`src/core/pws_pkg.sv`:
```
// Function
// - Mirror option picks first output pixel colour: Gb/R when clear, B/Gr when set.
// - Flip option picks first output line order: GR row when clear, BG when set.
// - Offset manual enable selects host offsets instead of derived offsets.
// - No-mirror alignment keeps first pixel where an unmirrored image has it.
// - No-flip alignment keeps first line where an unflipped image has it.
// - Separate X and Y option bits adjust how each window offset applies.
// - Manual ratio enable selects host 3-bit clock/valid ratio for dummy lines.
// - Dummy line count comes from a 3-bit host field.
// - Halving bit cuts the reported line-valid low interval in half.
// - Dummy blank and active lengths read back as 16-bit byte pairs.
// - Dummy error flag and applied 3-bit ratio read back.
// - Measured input pixels per line and lines per frame read back, 12 bits.
// - Sensor offsets in use read back as 12-bit values.
// - Window offsets in use read back as 12-bit values.
// - Output width reads back in 13 bits, height in 12 bits.
// - Horizontal and vertical skip read back as two 2-bit fields.
// - Odd and even increment steps read back as 4-bit fields.
// - Top and bottom cut offsets read back as 12-bit values.
// - Array height is 12-bit read-write, reset high 0x09 low 0xb0.
// - Manual horizontal skip enable applies host 5-bit horizontal skip.
// - Manual vertical skip enable applies host 5-bit vertical skip.
`default_nettype none
package pws_pkg;
  // ----------------------------------------------------------------
  // Register addresses.
  // ----------------------------------------------------------------
  localparam logic [15:0] A_PIXH = 16'h5e0c;
  localparam logic [15:0] A_PIXL = 16'h5e0d;
  localparam logic [15:0] A_LINH = 16'h5e0e;
  localparam logic [15:0] A_LINL = 16'h5e0f;
  localparam logic [15:0] A_ORI = 16'h5e10;
  localparam logic [15:0] A_DUM = 16'h5e11;
  localparam logic [15:0] A_BLKH = 16'h5e12;
  localparam logic [15:0] A_BLKL = 16'h5e13;
  localparam logic [15:0] A_ACTH = 16'h5e14;
  localparam logic [15:0] A_ACTL = 16'h5e15;
  localparam logic [15:0] A_DST = 16'h5e16;
  localparam logic [15:0] A_ODD = 16'h5e17;
  localparam logic [15:0] A_SHH = 16'h5e18;
  localparam logic [15:0] A_SHL = 16'h5e19;
  localparam logic [15:0] A_SVH = 16'h5e1a;
  localparam logic [15:0] A_SVL = 16'h5e1b;
  localparam logic [15:0] A_WHH = 16'h5e1c;
  localparam logic [15:0] A_WHL = 16'h5e1d;
  localparam logic [15:0] A_WVH = 16'h5e1e;
  localparam logic [15:0] A_WVL = 16'h5e1f;
  localparam logic [15:0] A_WDH = 16'h5e20;
  localparam logic [15:0] A_WDL = 16'h5e21;
  localparam logic [15:0] A_HTH = 16'h5e22;
  localparam logic [15:0] A_HTL = 16'h5e23;
  localparam logic [15:0] A_SKP = 16'h5e24;
  localparam logic [15:0] A_EVN = 16'h5e25;
  localparam logic [15:0] A_UNU = 16'h5e26;
  localparam logic [15:0] A_CTH = 16'h5e27;
  localparam logic [15:0] A_CTL = 16'h5e28;
  localparam logic [15:0] A_CBH = 16'h5e29;
  localparam logic [15:0] A_CBL = 16'h5e2a;
  localparam logic [15:0] A_BLH = 16'h5e2b;
  localparam logic [15:0] A_BLL = 16'h5e2c;
  localparam logic [15:0] A_MHS = 16'h5e2d;
  localparam logic [15:0] A_MVS = 16'h5e2e;
  // ----------------------------------------------------------------
  // Field positions and reset values.
  // ----------------------------------------------------------------
  localparam int O_XOPT = 7;
  localparam int O_YOPT = 6;
  localparam int O_NOMIR = 5;
  localparam int O_NOFLP = 4;
  localparam int O_MIR = 3;
  localparam int O_FLP = 2;
  localparam int O_OFSMAN = 1;
  localparam int D_MAN = 7;
  localparam int D_HALF = 3;
  localparam int S_EN = 5;
  localparam int DST_ERR = 4;
  localparam logic [7:0] ORI_RST = 8'h3c;
  localparam logic [7:0] DUM_RST = 8'h00;
  localparam logic [7:0] BLH_RST = 8'h09;
  localparam logic [7:0] BLL_RST = 8'hb0;
  localparam logic [7:0] SKP_RST = 8'h00;
  localparam int RD_LAT = 1;
  // Line tracking states.
  typedef enum logic [2:0] {
    S_IDLE = 3'b001,
    S_LINE = 3'b010,
    S_BLANK = 3'b100
  } pws_line_e;
endpackage
`default_nettype wire

```
`src/core/pws_window_regs.sv`:
```
`timescale 1ns/1ns
`default_nettype none
module pws_window_regs #(
  parameter int PIX_W = 10
) (
  input wire logic clk,
  input wire logic rst_n,
  input wire logic [15:0] reg_addr,
  input wire logic reg_wr_en,
  input wire logic [7:0] reg_wr_data,
  input wire logic reg_rd_en,
  output logic [7:0] reg_rd_data,
  output logic reg_rd_valid,
  input wire logic [11:0] man_h_offset,
  input wire logic [11:0] man_v_offset,
  input wire logic [11:0] auto_h_offset,
  input wire logic [11:0] auto_v_offset,
  input wire logic [2:0] auto_ratio,
  input wire logic [4:0] auto_h_skip,
  input wire logic [4:0] auto_v_skip,
  input wire logic [3:0] h_odd_step,
  input wire logic [3:0] v_odd_step,
  input wire logic [3:0] h_even_step,
  input wire logic [3:0] v_even_step,
  input wire logic frame_start,
  input wire logic line_valid,
  input wire logic pix_valid,
  input wire logic [PIX_W-1:0] pix_data,
  output logic pix_ready,
  output logic out_valid,
  output logic [PIX_W-1:0] out_data,
  output logic out_first_col,
  output logic out_first_line,
  input wire logic out_ready,
  output logic [2:0] out_dummy_num,
  output logic [2:0] out_ratio,
  output logic out_half
);
  // ----------------------------------------------------------------
  // Host-writable registers.
  // ----------------------------------------------------------------
  logic [7:0] ori_reg, dum_reg, blh_reg, bll_reg, mhs_reg, mvs_reg;
  logic wr_ori, wr_dum, wr_blh, wr_bll, wr_mhs, wr_mvs;

  // Only the six writable addresses decode; anything else is dropped.
  assign wr_ori = reg_wr_en && reg_addr == pws_pkg::A_ORI;
  assign wr_dum = reg_wr_en && reg_addr == pws_pkg::A_DUM;
  assign wr_blh = reg_wr_en && reg_addr == pws_pkg::A_BLH;
  assign wr_bll = reg_wr_en && reg_addr == pws_pkg::A_BLL;
  assign wr_mhs = reg_wr_en && reg_addr == pws_pkg::A_MHS;
  assign wr_mvs = reg_wr_en && reg_addr == pws_pkg::A_MVS;

  // Array height resets to its nominal full-array value.
  always_ff @(posedge clk) begin
    if (!rst_n) begin
      ori_reg <= pws_pkg::ORI_RST;
      dum_reg <= pws_pkg::DUM_RST;
      blh_reg <= pws_pkg::BLH_RST;
      bll_reg <= pws_pkg::BLL_RST;
      mhs_reg <= pws_pkg::SKP_RST;
      mvs_reg <= pws_pkg::SKP_RST;
    end else begin
      if (wr_ori) ori_reg <= reg_wr_data;
      if (wr_dum) dum_reg <= reg_wr_data;
      if (wr_blh) blh_reg <= {4'h0, reg_wr_data[3:0]};
      if (wr_bll) bll_reg <= reg_wr_data;
      if (wr_mhs) mhs_reg <= {2'h0, reg_wr_data[5:0]};
      if (wr_mvs) mvs_reg <= {2'h0, reg_wr_data[5:0]};
    end
  end

  // ----------------------------------------------------------------
  // Settings in use.
  // ----------------------------------------------------------------
  logic [11:0] sens_h, sens_v, win_h, win_v, bl_height;
  logic h_shift, v_shift, h_phase, v_phase;
  logic [2:0] ratio_used;
  logic [4:0] h_skip, v_skip;

  // Host offsets override the derived ones when manual mode is set.
  assign sens_h = ori_reg[pws_pkg::O_OFSMAN] ? man_h_offset : auto_h_offset;
  assign sens_v = ori_reg[pws_pkg::O_OFSMAN] ? man_v_offset : auto_v_offset;
  // Keeping the unmirrored colour position costs one pixel of offset,
  // and the X option decides whether that step is taken.
  assign h_shift = ori_reg[pws_pkg::O_XOPT] && ori_reg[pws_pkg::O_NOMIR]
                   && ori_reg[pws_pkg::O_MIR];
  assign v_shift = ori_reg[pws_pkg::O_YOPT] && ori_reg[pws_pkg::O_NOFLP]
                   && ori_reg[pws_pkg::O_FLP];
  assign win_h = sens_h + {11'h000, h_shift};
  assign win_v = sens_v + {11'h000, v_shift};
  // Alignment bits force the colour phase of an unmirrored image.
  assign h_phase = ori_reg[pws_pkg::O_NOMIR] ? 1'b0 : ori_reg[pws_pkg::O_MIR];
  assign v_phase = ori_reg[pws_pkg::O_NOFLP] ? 1'b0 : ori_reg[pws_pkg::O_FLP];
  assign ratio_used = dum_reg[pws_pkg::D_MAN] ? dum_reg[2:0] : auto_ratio;
  assign h_skip = mhs_reg[pws_pkg::S_EN] ? mhs_reg[4:0] : auto_h_skip;
  assign v_skip = mvs_reg[pws_pkg::S_EN] ? mvs_reg[4:0] : auto_v_skip;
  assign bl_height = {blh_reg[3:0], bll_reg};

  // ----------------------------------------------------------------
  // Line tracking and measurement.
  // ----------------------------------------------------------------
  pws_pkg::pws_line_e st_reg, st_next;
  logic [12:0] h_cnt_reg, ow_cnt_reg, out_w_reg;
  logic [11:0] v_cnt_reg, oh_cnt_reg, in_pix_reg, in_line_reg, out_h_reg;
  logic [15:0] len_cnt_reg, blank_len_reg, act_len_reg;
  logic [4:0] hs_cnt_reg, vs_cnt_reg;
  logic err_reg, line_has_out_reg;
  logic take, in_win, skip_ok, push, line_end, line_begin, err_hit;

  assign take = pix_valid && pix_ready && line_valid;
  assign in_win = (h_cnt_reg >= {1'b0, win_h}) && (v_cnt_reg >= win_v);
  assign skip_ok = (hs_cnt_reg == 5'd0) && (vs_cnt_reg == 5'd0);
  assign push = take && in_win && skip_ok;
  assign line_end = (st_reg == pws_pkg::S_LINE) && !line_valid;
  assign line_begin = (st_reg != pws_pkg::S_LINE) && line_valid;
  // A blank shorter than one ratio period cannot hold a dummy line.
  assign err_hit = line_begin && (st_reg == pws_pkg::S_BLANK)
                   && (dum_reg[6:4] != 3'd0)
                   && (len_cnt_reg < (16'd1 << ratio_used));

  always_comb begin
    case (st_reg)
      pws_pkg::S_IDLE: st_next = line_valid ? pws_pkg::S_LINE : pws_pkg::S_IDLE;
      pws_pkg::S_LINE: st_next = line_valid ? pws_pkg::S_LINE : pws_pkg::S_BLANK;
      pws_pkg::S_BLANK: st_next = line_valid ? pws_pkg::S_LINE : pws_pkg::S_BLANK;
      default: st_next = pws_pkg::S_IDLE;
    endcase
  end

  // Length counter restarts on each edge of line valid.
  always_ff @(posedge clk) begin
    if (!rst_n) begin
      st_reg <= pws_pkg::S_IDLE;
      len_cnt_reg <= 16'h0000;
      blank_len_reg <= 16'h0000;
      act_len_reg <= 16'h0000;
    end else begin
      st_reg <= st_next;
      len_cnt_reg <= (line_end || line_begin) ? 16'h0001 : len_cnt_reg + 16'h0001;
      if (line_end) act_len_reg <= len_cnt_reg;
      if (line_begin && st_reg == pws_pkg::S_BLANK) blank_len_reg <= len_cnt_reg;
    end
  end

  // Pixel and skip counters within one line.
  always_ff @(posedge clk) begin
    if (!rst_n) begin
      h_cnt_reg <= 13'h0000;
      hs_cnt_reg <= 5'h00;
      ow_cnt_reg <= 13'h0000;
      in_pix_reg <= 12'h000;
      out_w_reg <= 13'h0000;
    end else if (line_end) begin
      h_cnt_reg <= 13'h0000;
      hs_cnt_reg <= 5'h00;
      ow_cnt_reg <= 13'h0000;
      in_pix_reg <= h_cnt_reg[11:0];
      if (ow_cnt_reg != 13'h0000) out_w_reg <= ow_cnt_reg;
    end else if (take) begin
      h_cnt_reg <= h_cnt_reg + 13'h0001;
      if (h_cnt_reg >= {1'b0, win_h}) begin
        hs_cnt_reg <= (hs_cnt_reg >= h_skip) ? 5'h00 : hs_cnt_reg + 5'h01;
      end
      if (push) ow_cnt_reg <= ow_cnt_reg + 13'h0001;
    end
  end

  // Line counters within one frame; frame start latches the totals.
  always_ff @(posedge clk) begin
    if (!rst_n) begin
      v_cnt_reg <= 12'h000;
      vs_cnt_reg <= 5'h00;
      oh_cnt_reg <= 12'h000;
      in_line_reg <= 12'h000;
      out_h_reg <= 12'h000;
      line_has_out_reg <= 1'b0;
    end else if (frame_start) begin
      v_cnt_reg <= 12'h000;
      vs_cnt_reg <= 5'h00;
      oh_cnt_reg <= 12'h000;
      in_line_reg <= v_cnt_reg;
      out_h_reg <= oh_cnt_reg;
      line_has_out_reg <= 1'b0;
    end else begin
      if (push) line_has_out_reg <= 1'b1;
      if (line_end) begin
        v_cnt_reg <= v_cnt_reg + 12'h001;
        line_has_out_reg <= 1'b0;
        if (line_has_out_reg || push) oh_cnt_reg <= oh_cnt_reg + 12'h001;
        if (v_cnt_reg >= win_v) begin
          vs_cnt_reg <= (vs_cnt_reg >= v_skip) ? 5'h00 : vs_cnt_reg + 5'h01;
        end
      end
    end
  end

  // The error flag holds for the rest of the frame; a new hit in the
  // frame-start cycle wins over the clear.
  always_ff @(posedge clk) begin
    if (!rst_n) begin
      err_reg <= 1'b0;
    end else if (err_hit) begin
      err_reg <= 1'b1;
    end else if (frame_start) begin
      err_reg <= 1'b0;
    end
  end

  // ----------------------------------------------------------------
  // Pixel path through the two-entry buffer.
  // ----------------------------------------------------------------
  logic [PIX_W+1:0] buf_out;

  pws_skid_buf #(
    .W(PIX_W + 2)
  ) u_buf (
    .clk(clk),
    .rst_n(rst_n),
    .in_valid(push),
    .in_data({v_phase, h_phase, pix_data}),
    .in_ready(pix_ready),
    .out_valid(out_valid),
    .out_data(buf_out),
    .out_ready(out_ready)
  );

  assign out_data = buf_out[PIX_W-1:0];
  assign out_first_col = buf_out[PIX_W];
  assign out_first_line = buf_out[PIX_W+1];

  // Dummy line controls to the timing stage.
  always_ff @(posedge clk) begin
    if (!rst_n) begin
      out_dummy_num <= 3'h0;
      out_ratio <= 3'h0;
      out_half <= 1'b0;
    end else begin
      out_dummy_num <= dum_reg[6:4];
      out_ratio <= ratio_used;
      out_half <= dum_reg[pws_pkg::D_HALF];
    end
  end

  // ----------------------------------------------------------------
  // Read-back.
  // ----------------------------------------------------------------
  logic [15:0] blank_rep;
  logic [11:0] cut_bot;
  logic [7:0] rd_mux;

  // Halving acts on what the host reads, so the raw count stays exact.
  assign blank_rep = dum_reg[pws_pkg::D_HALF] ? {1'b0, blank_len_reg[15:1]} : blank_len_reg;
  assign cut_bot = bl_height - win_v - out_h_reg;

  always_comb begin
    case (reg_addr)
      pws_pkg::A_PIXH: rd_mux = {4'h0, in_pix_reg[11:8]};
      pws_pkg::A_PIXL: rd_mux = in_pix_reg[7:0];
      pws_pkg::A_LINH: rd_mux = {4'h0, in_line_reg[11:8]};
      pws_pkg::A_LINL: rd_mux = in_line_reg[7:0];
      pws_pkg::A_ORI: rd_mux = {ori_reg[7:1], 1'b0};
      pws_pkg::A_DUM: rd_mux = dum_reg;
      pws_pkg::A_BLKH: rd_mux = blank_rep[15:8];
      pws_pkg::A_BLKL: rd_mux = blank_rep[7:0];
      pws_pkg::A_ACTH: rd_mux = act_len_reg[15:8];
      pws_pkg::A_ACTL: rd_mux = act_len_reg[7:0];
      pws_pkg::A_DST: rd_mux = {3'h0, err_reg, 1'b0, ratio_used};
      pws_pkg::A_ODD: rd_mux = {h_odd_step, v_odd_step};
      pws_pkg::A_SHH: rd_mux = {4'h0, sens_h[11:8]};
      pws_pkg::A_SHL: rd_mux = sens_h[7:0];
      pws_pkg::A_SVH: rd_mux = {4'h0, sens_v[11:8]};
      pws_pkg::A_SVL: rd_mux = sens_v[7:0];
      pws_pkg::A_WHH: rd_mux = {4'h0, win_h[11:8]};
      pws_pkg::A_WHL: rd_mux = win_h[7:0];
      pws_pkg::A_WVH: rd_mux = {4'h0, win_v[11:8]};
      pws_pkg::A_WVL: rd_mux = win_v[7:0];
      pws_pkg::A_WDH: rd_mux = {3'h0, out_w_reg[12:8]};
      pws_pkg::A_WDL: rd_mux = out_w_reg[7:0];
      pws_pkg::A_HTH: rd_mux = {4'h0, out_h_reg[11:8]};
      pws_pkg::A_HTL: rd_mux = out_h_reg[7:0];
      pws_pkg::A_SKP: rd_mux = {2'h0, h_skip[1:0], 2'h0, v_skip[1:0]};
      pws_pkg::A_EVN: rd_mux = {h_even_step, v_even_step};
      pws_pkg::A_CTH: rd_mux = {4'h0, win_v[11:8]};
      pws_pkg::A_CTL: rd_mux = win_v[7:0];
      pws_pkg::A_CBH: rd_mux = {4'h0, cut_bot[11:8]};
      pws_pkg::A_CBL: rd_mux = cut_bot[7:0];
      pws_pkg::A_BLH: rd_mux = blh_reg;
      pws_pkg::A_BLL: rd_mux = bll_reg;
      pws_pkg::A_MHS: rd_mux = mhs_reg;
      pws_pkg::A_MVS: rd_mux = mvs_reg;
      default: rd_mux = 8'h00;
    endcase
  end

  // Read data is captured one cycle after the strobe and then held.
  always_ff @(posedge clk) begin
    if (!rst_n) begin
      reg_rd_data <= 8'h00;
      reg_rd_valid <= 1'b0;
    end else begin
      reg_rd_valid <= reg_rd_en;
      if (reg_rd_en) reg_rd_data <= rd_mux;
    end
  end
endmodule // pws_window_regs
`default_nettype wire

```
`src/core/pws_skid_buf.sv`:
```
`timescale 1ns/1ns
`default_nettype none
// ------------------------------------------------------------------
// Two-entry buffer; entry zero is always the head, so the output
// data comes straight from a flip-flop.
// ------------------------------------------------------------------
module pws_skid_buf #(
  parameter int W = 12
) (
  input wire logic clk,
  input wire logic rst_n,
  input wire logic in_valid,
  input wire logic [W-1:0] in_data,
  output logic in_ready,
  output logic out_valid,
  output logic [W-1:0] out_data,
  input wire logic out_ready
);
  logic [W-1:0] e1_reg, e0_next, e1_next;
  logic [1:0] cnt_reg, cnt_next;
  logic push, pop;

  assign push = in_valid && in_ready;
  assign pop = out_valid && out_ready;

  // Shift the spare entry forward on a pop so the head never moves.
  always_comb begin
    e0_next = out_data;
    e1_next = e1_reg;
    cnt_next = cnt_reg;
    if (pop) begin
      e0_next = (cnt_reg == 2'd2) ? e1_reg : in_data;
    end else if (push && cnt_reg == 2'd0) begin
      e0_next = in_data;
    end
    if (push && !pop && cnt_reg == 2'd1) begin
      e1_next = in_data;
    end
    if (push && !pop) begin
      cnt_next = cnt_reg + 2'd1;
    end else if (pop && !push) begin
      cnt_next = cnt_reg - 2'd1;
    end
  end

  // Full and valid are kept as flags so the ports are registered.
  always_ff @(posedge clk) begin
    if (!rst_n) begin
      cnt_reg <= 2'd0;
      in_ready <= 1'b0;
      out_valid <= 1'b0;
      out_data <= '0;
      e1_reg <= '0;
    end else begin
      cnt_reg <= cnt_next;
      in_ready <= (cnt_next != 2'd2);
      out_valid <= (cnt_next != 2'd0);
      out_data <= e0_next;
      e1_reg <= e1_next;
    end
  end
endmodule // pws_skid_buf
`default_nettype wire

```
`config.mk`:
```
export PLATFORM = sky130hd
export DESIGN_NAME = pws_window_regs
export DESIGN_NICKNAME = d
export VERILOG_FILES = /design/src/core/pws_pkg.sv /design/src/core/pws_window_regs.sv /design/src/core/pws_skid_buf.sv
export SDC_FILE = /design/constraint.sdc
export NUM_CORES = 1
export LEC_CHECK = 0
export BUFFER_PORTS_ARGS = -buffer_cell sky130_fd_sc_hd__buf_2
export CAP_MARGIN = 20
export CORE_AREA = 2 2 223 137
export DETAILED_ROUTE_END_ITERATION = 8
export DIE_AREA = 0 0 225 139
export HOLD_SLACK_MARGIN = 0.06
export PLACE_DENSITY = 0.82
export SYNTH_ARGS = -nofsm -noshare
export SYNTH_HDL_FRONTEND = slang
export SYNTH_SLANG_ARGS = --single-unit
```
`constraint.sdc`:
```
create_clock -name clk -period 5 [get_ports clk]
set_clock_uncertainty 0.05 [all_clocks]
set_input_delay 0.5 -clock clk [delete_from_list [all_inputs] [get_ports clk]]
set_output_delay 0.5 -clock clk [all_outputs]
set_load 0.01 [all_outputs]
```
==> metrics.cfg <==
[layout]
design_area_um2=16690
nets=2102
final_cell_count_no_fill=2301
fillCellCount=2617
drive_gt1_share_pct=15.54
syn2layout_area_growth_pct=15.13

[drt]
top_layer=met5
wl_per_cell_um=25.79
drtAntennaViolNets=0
routed_wl_um=59340
m1WireLength_um=26150
first_pass_iters=6
drcViolationCount=0
viasPerCell=6.414
wl_met2_um=23070
vias=14760
dr.first_iter.drc_count=1813
dr_wl_met3_um=8200

[die]
die_height_um=139
core_area_um2=29370
fp.dieW_um=225
start_util_pct=49.38
die_area_um2=31280
io-pin-count=149
rows=49

[clock_tree]
cts_max_level=1
hold_buffers=0
cts_buffer_depth=3
clk_latency_ps=560
numCtsBuffers=25
cts_tree=done
clkTransAtPathRegs_ps=70
cts_sinks=245
cts_root_buf=clkbuf_16

[worst_setup_path]
cp.required_ps=5360
path_class=flop to flop
crit_path_end_kind=flop
start_kind=flop
crit_arrival_ps=5210
crit_fanout=10

[power]
irDropWorstVdd_mv=0.2343
leakage_uw=0.006598
p_per_area_nw_per_um2=255.5

[global_route]
grt_max_degree=74
grt_pass1_vias=13520
antenna_found_initial=1
grt_pass1_wl_um=86540
overflow=0
grt_use_total_pct=36.96

[synth]
syn_area_per_cell_um2=8.253
synth_seq_area_share_pct=33.83
synth_seq_cells=245
synthArstFlopShare_pct=0
synth_nets=1958
yosysWarnings=0
synth-main-ff-cell=dfxtp_1
ys_types=84
synth_edf_count=0
synth_cells=1757
synth_area_um2=14500

[place]
portBuffers=148
dp_cells=2255
gp_congestion=1.076
dp_slack_ps=154.8
dp_hpwl_um=46810
placed_cell_area_um2=15830

[sta]
maxSlewHeadroom_pct=23.75
postLayoutSetupSlackWorst_ps=154.3
tightest_slew_ps=1112
rsz0062_at_grt=false
fin_crit_ps=4846
clock.fmax_mhz=206.4
setup_violations=0
fin_tns_setup_ps=0
slew_viol_final=0
holdWs_ps=141.6
finalCritPeriodShare_pct=96.91
hold_violations=0

[worst_hold_path]
hp-class=input port to flop

[flow_run]
maxCapViolCount=0

[status]
status=finished, final reports clean

## cell type report
class | count | area, um^2 | share of cell area, %
Multi-Input combinational cell | 1361 | 9059 | 54.26
Timing Repair Buffer | 209 | 1199 | 7.180
Clock inverter | 8 | 86.33 | 0.5172
Tap cell | 382 | 478.0 | 2.863
Inverter | 59 | 224.0 | 1.342
Clock buffer | 36 | 737.0 | 4.415
Antenna cell | 1 | 2.502 | 0.01499
Sequential cell | 245 | 4908 | 29.40
## worst max-delay path: stages (launching register included)
cell and delay [ps]:
dfxtp_1 390, and3_1 370, ha_2 300, nand4_2 140, a222oi_1 300, buf_4 190
nand2_1 60, xor2_1 140, mux2i_1 190, inv_1 130, ha_1 310, a21o_1 190
a21o_1 170, a21o_1 170, a21oi_1 380, buf_4 210, o21ai_2 110, o2111ai_1 300
buf_4 300, mux2i_1 240, nor2_1 60
## synthesized netlist by cell type, drive strengths merged (5+ instances only)
master     n  area share [%]
nand2    223             5.8
inv       59             1.5
o21a       6            0.31
nor2     157             4.1
a221oi    12            0.72
a31o       5            0.30
mux2i    111             7.7
and3      33             1.4
or3       21            0.91
o41ai      7            0.47
fa         5            0.69
o21ai     47             1.6
xnor2     30             1.8
nand2b    20            0.86
a22oi     30             1.6
mux2      19             1.5
nor4      15            0.65
o311ai     6            0.36
nand3b     7            0.36
buf       19            0.61
o2bb2ai    7            0.42
a2111oi    6            0.36
o2111ai    7            0.42
o31ai      7            0.36
a222oi     5            0.35
nand4     21            0.95
ha        77             6.6
a21oi    127             4.5
a211oi    26             1.4
nor3      35             1.2
or4       14            0.72
dfxtp    245              34
o21bai     6            0.31
xor2      49             3.0
a32oi      5            0.30
nand3     85             3.0
a31oi      6            0.26
o211ai    10            0.52
clkbuf    73             1.9
a22o       7            0.42
nor2b     13            0.56
and2      17            0.73
a21o      17            0.88
## cells by family after synthesis
group / Yosys count / share of synthesized area [%]
xor+xnor: 79 / 4.772
fa+ha+maj: 83 / 7.412
simple gates: 686 / 22.67
flops: 245 / 33.83
mux: 130 / 9.138
compound gates: 383 / 18.16
buf+inv: 151 / 4.030
## metrics by stage
step | power [uW] | util, %
final | 4266 | 56.84
after global routing | 4364 | 56.84
after CTS | 4251 | 56.72
after detailed placement | 2381 | 53.92
after global placement | 2377 | 53.92
after floorplan | 2201 | -
## worst paths after layout
check	startpoint	endpoint	slack, ps	cells after the start
hold reg to reg	u_buf.e1_reg[11]	u_buf.e1_reg[11]	410	2
setup reg to reg	ori_reg[4]	u_buf.e1_reg[3]	150	20
setup / recovery	ori_reg[4]	u_buf.e1_reg[3]	150	20
hold / removal	pix_data[8]	u_buf.e1_reg[8]	140	3
## power by group
group	switching, uW	leakage (uW)	internal, uW
Sequential	7.78	0.00198	1960
Clock	832	0.000407	1080
Combinational	251	0.00421	139
## routing by layer
layer | vias to the layer above | global-route usage (%)
li1 | 6658 | -
met1 | 7035 | 54.84
met2 | 949 | 50.76
met3 | 115 | 12.06
met4 | 2 | 9.516
met5 | - | 0
## layout by cell type, fill, tap and decap left out, drive strengths merged, types with 21 or more instances in the layout
cell type  instances
dfxtp            245
nor2             157
or3               21
o21ai             47
nand4             21
xnor2             30
xor2              49
and3              33
clkbuf            36
nand2            223
mux2i            111
nand3             85
a22oi             30
a21oi            127
nor3              35
ha                77
a211oi            26
buf              209
inv               60
## timing repair
| item | in CTS | in global routing |
|---|---|---|
| setup buffers | 0 | 1 |
| endpoints found under the setup margin | 0 | 30 |
| gates resized for setup | 0 | 5 |
(Power assumes the default switching activity.)
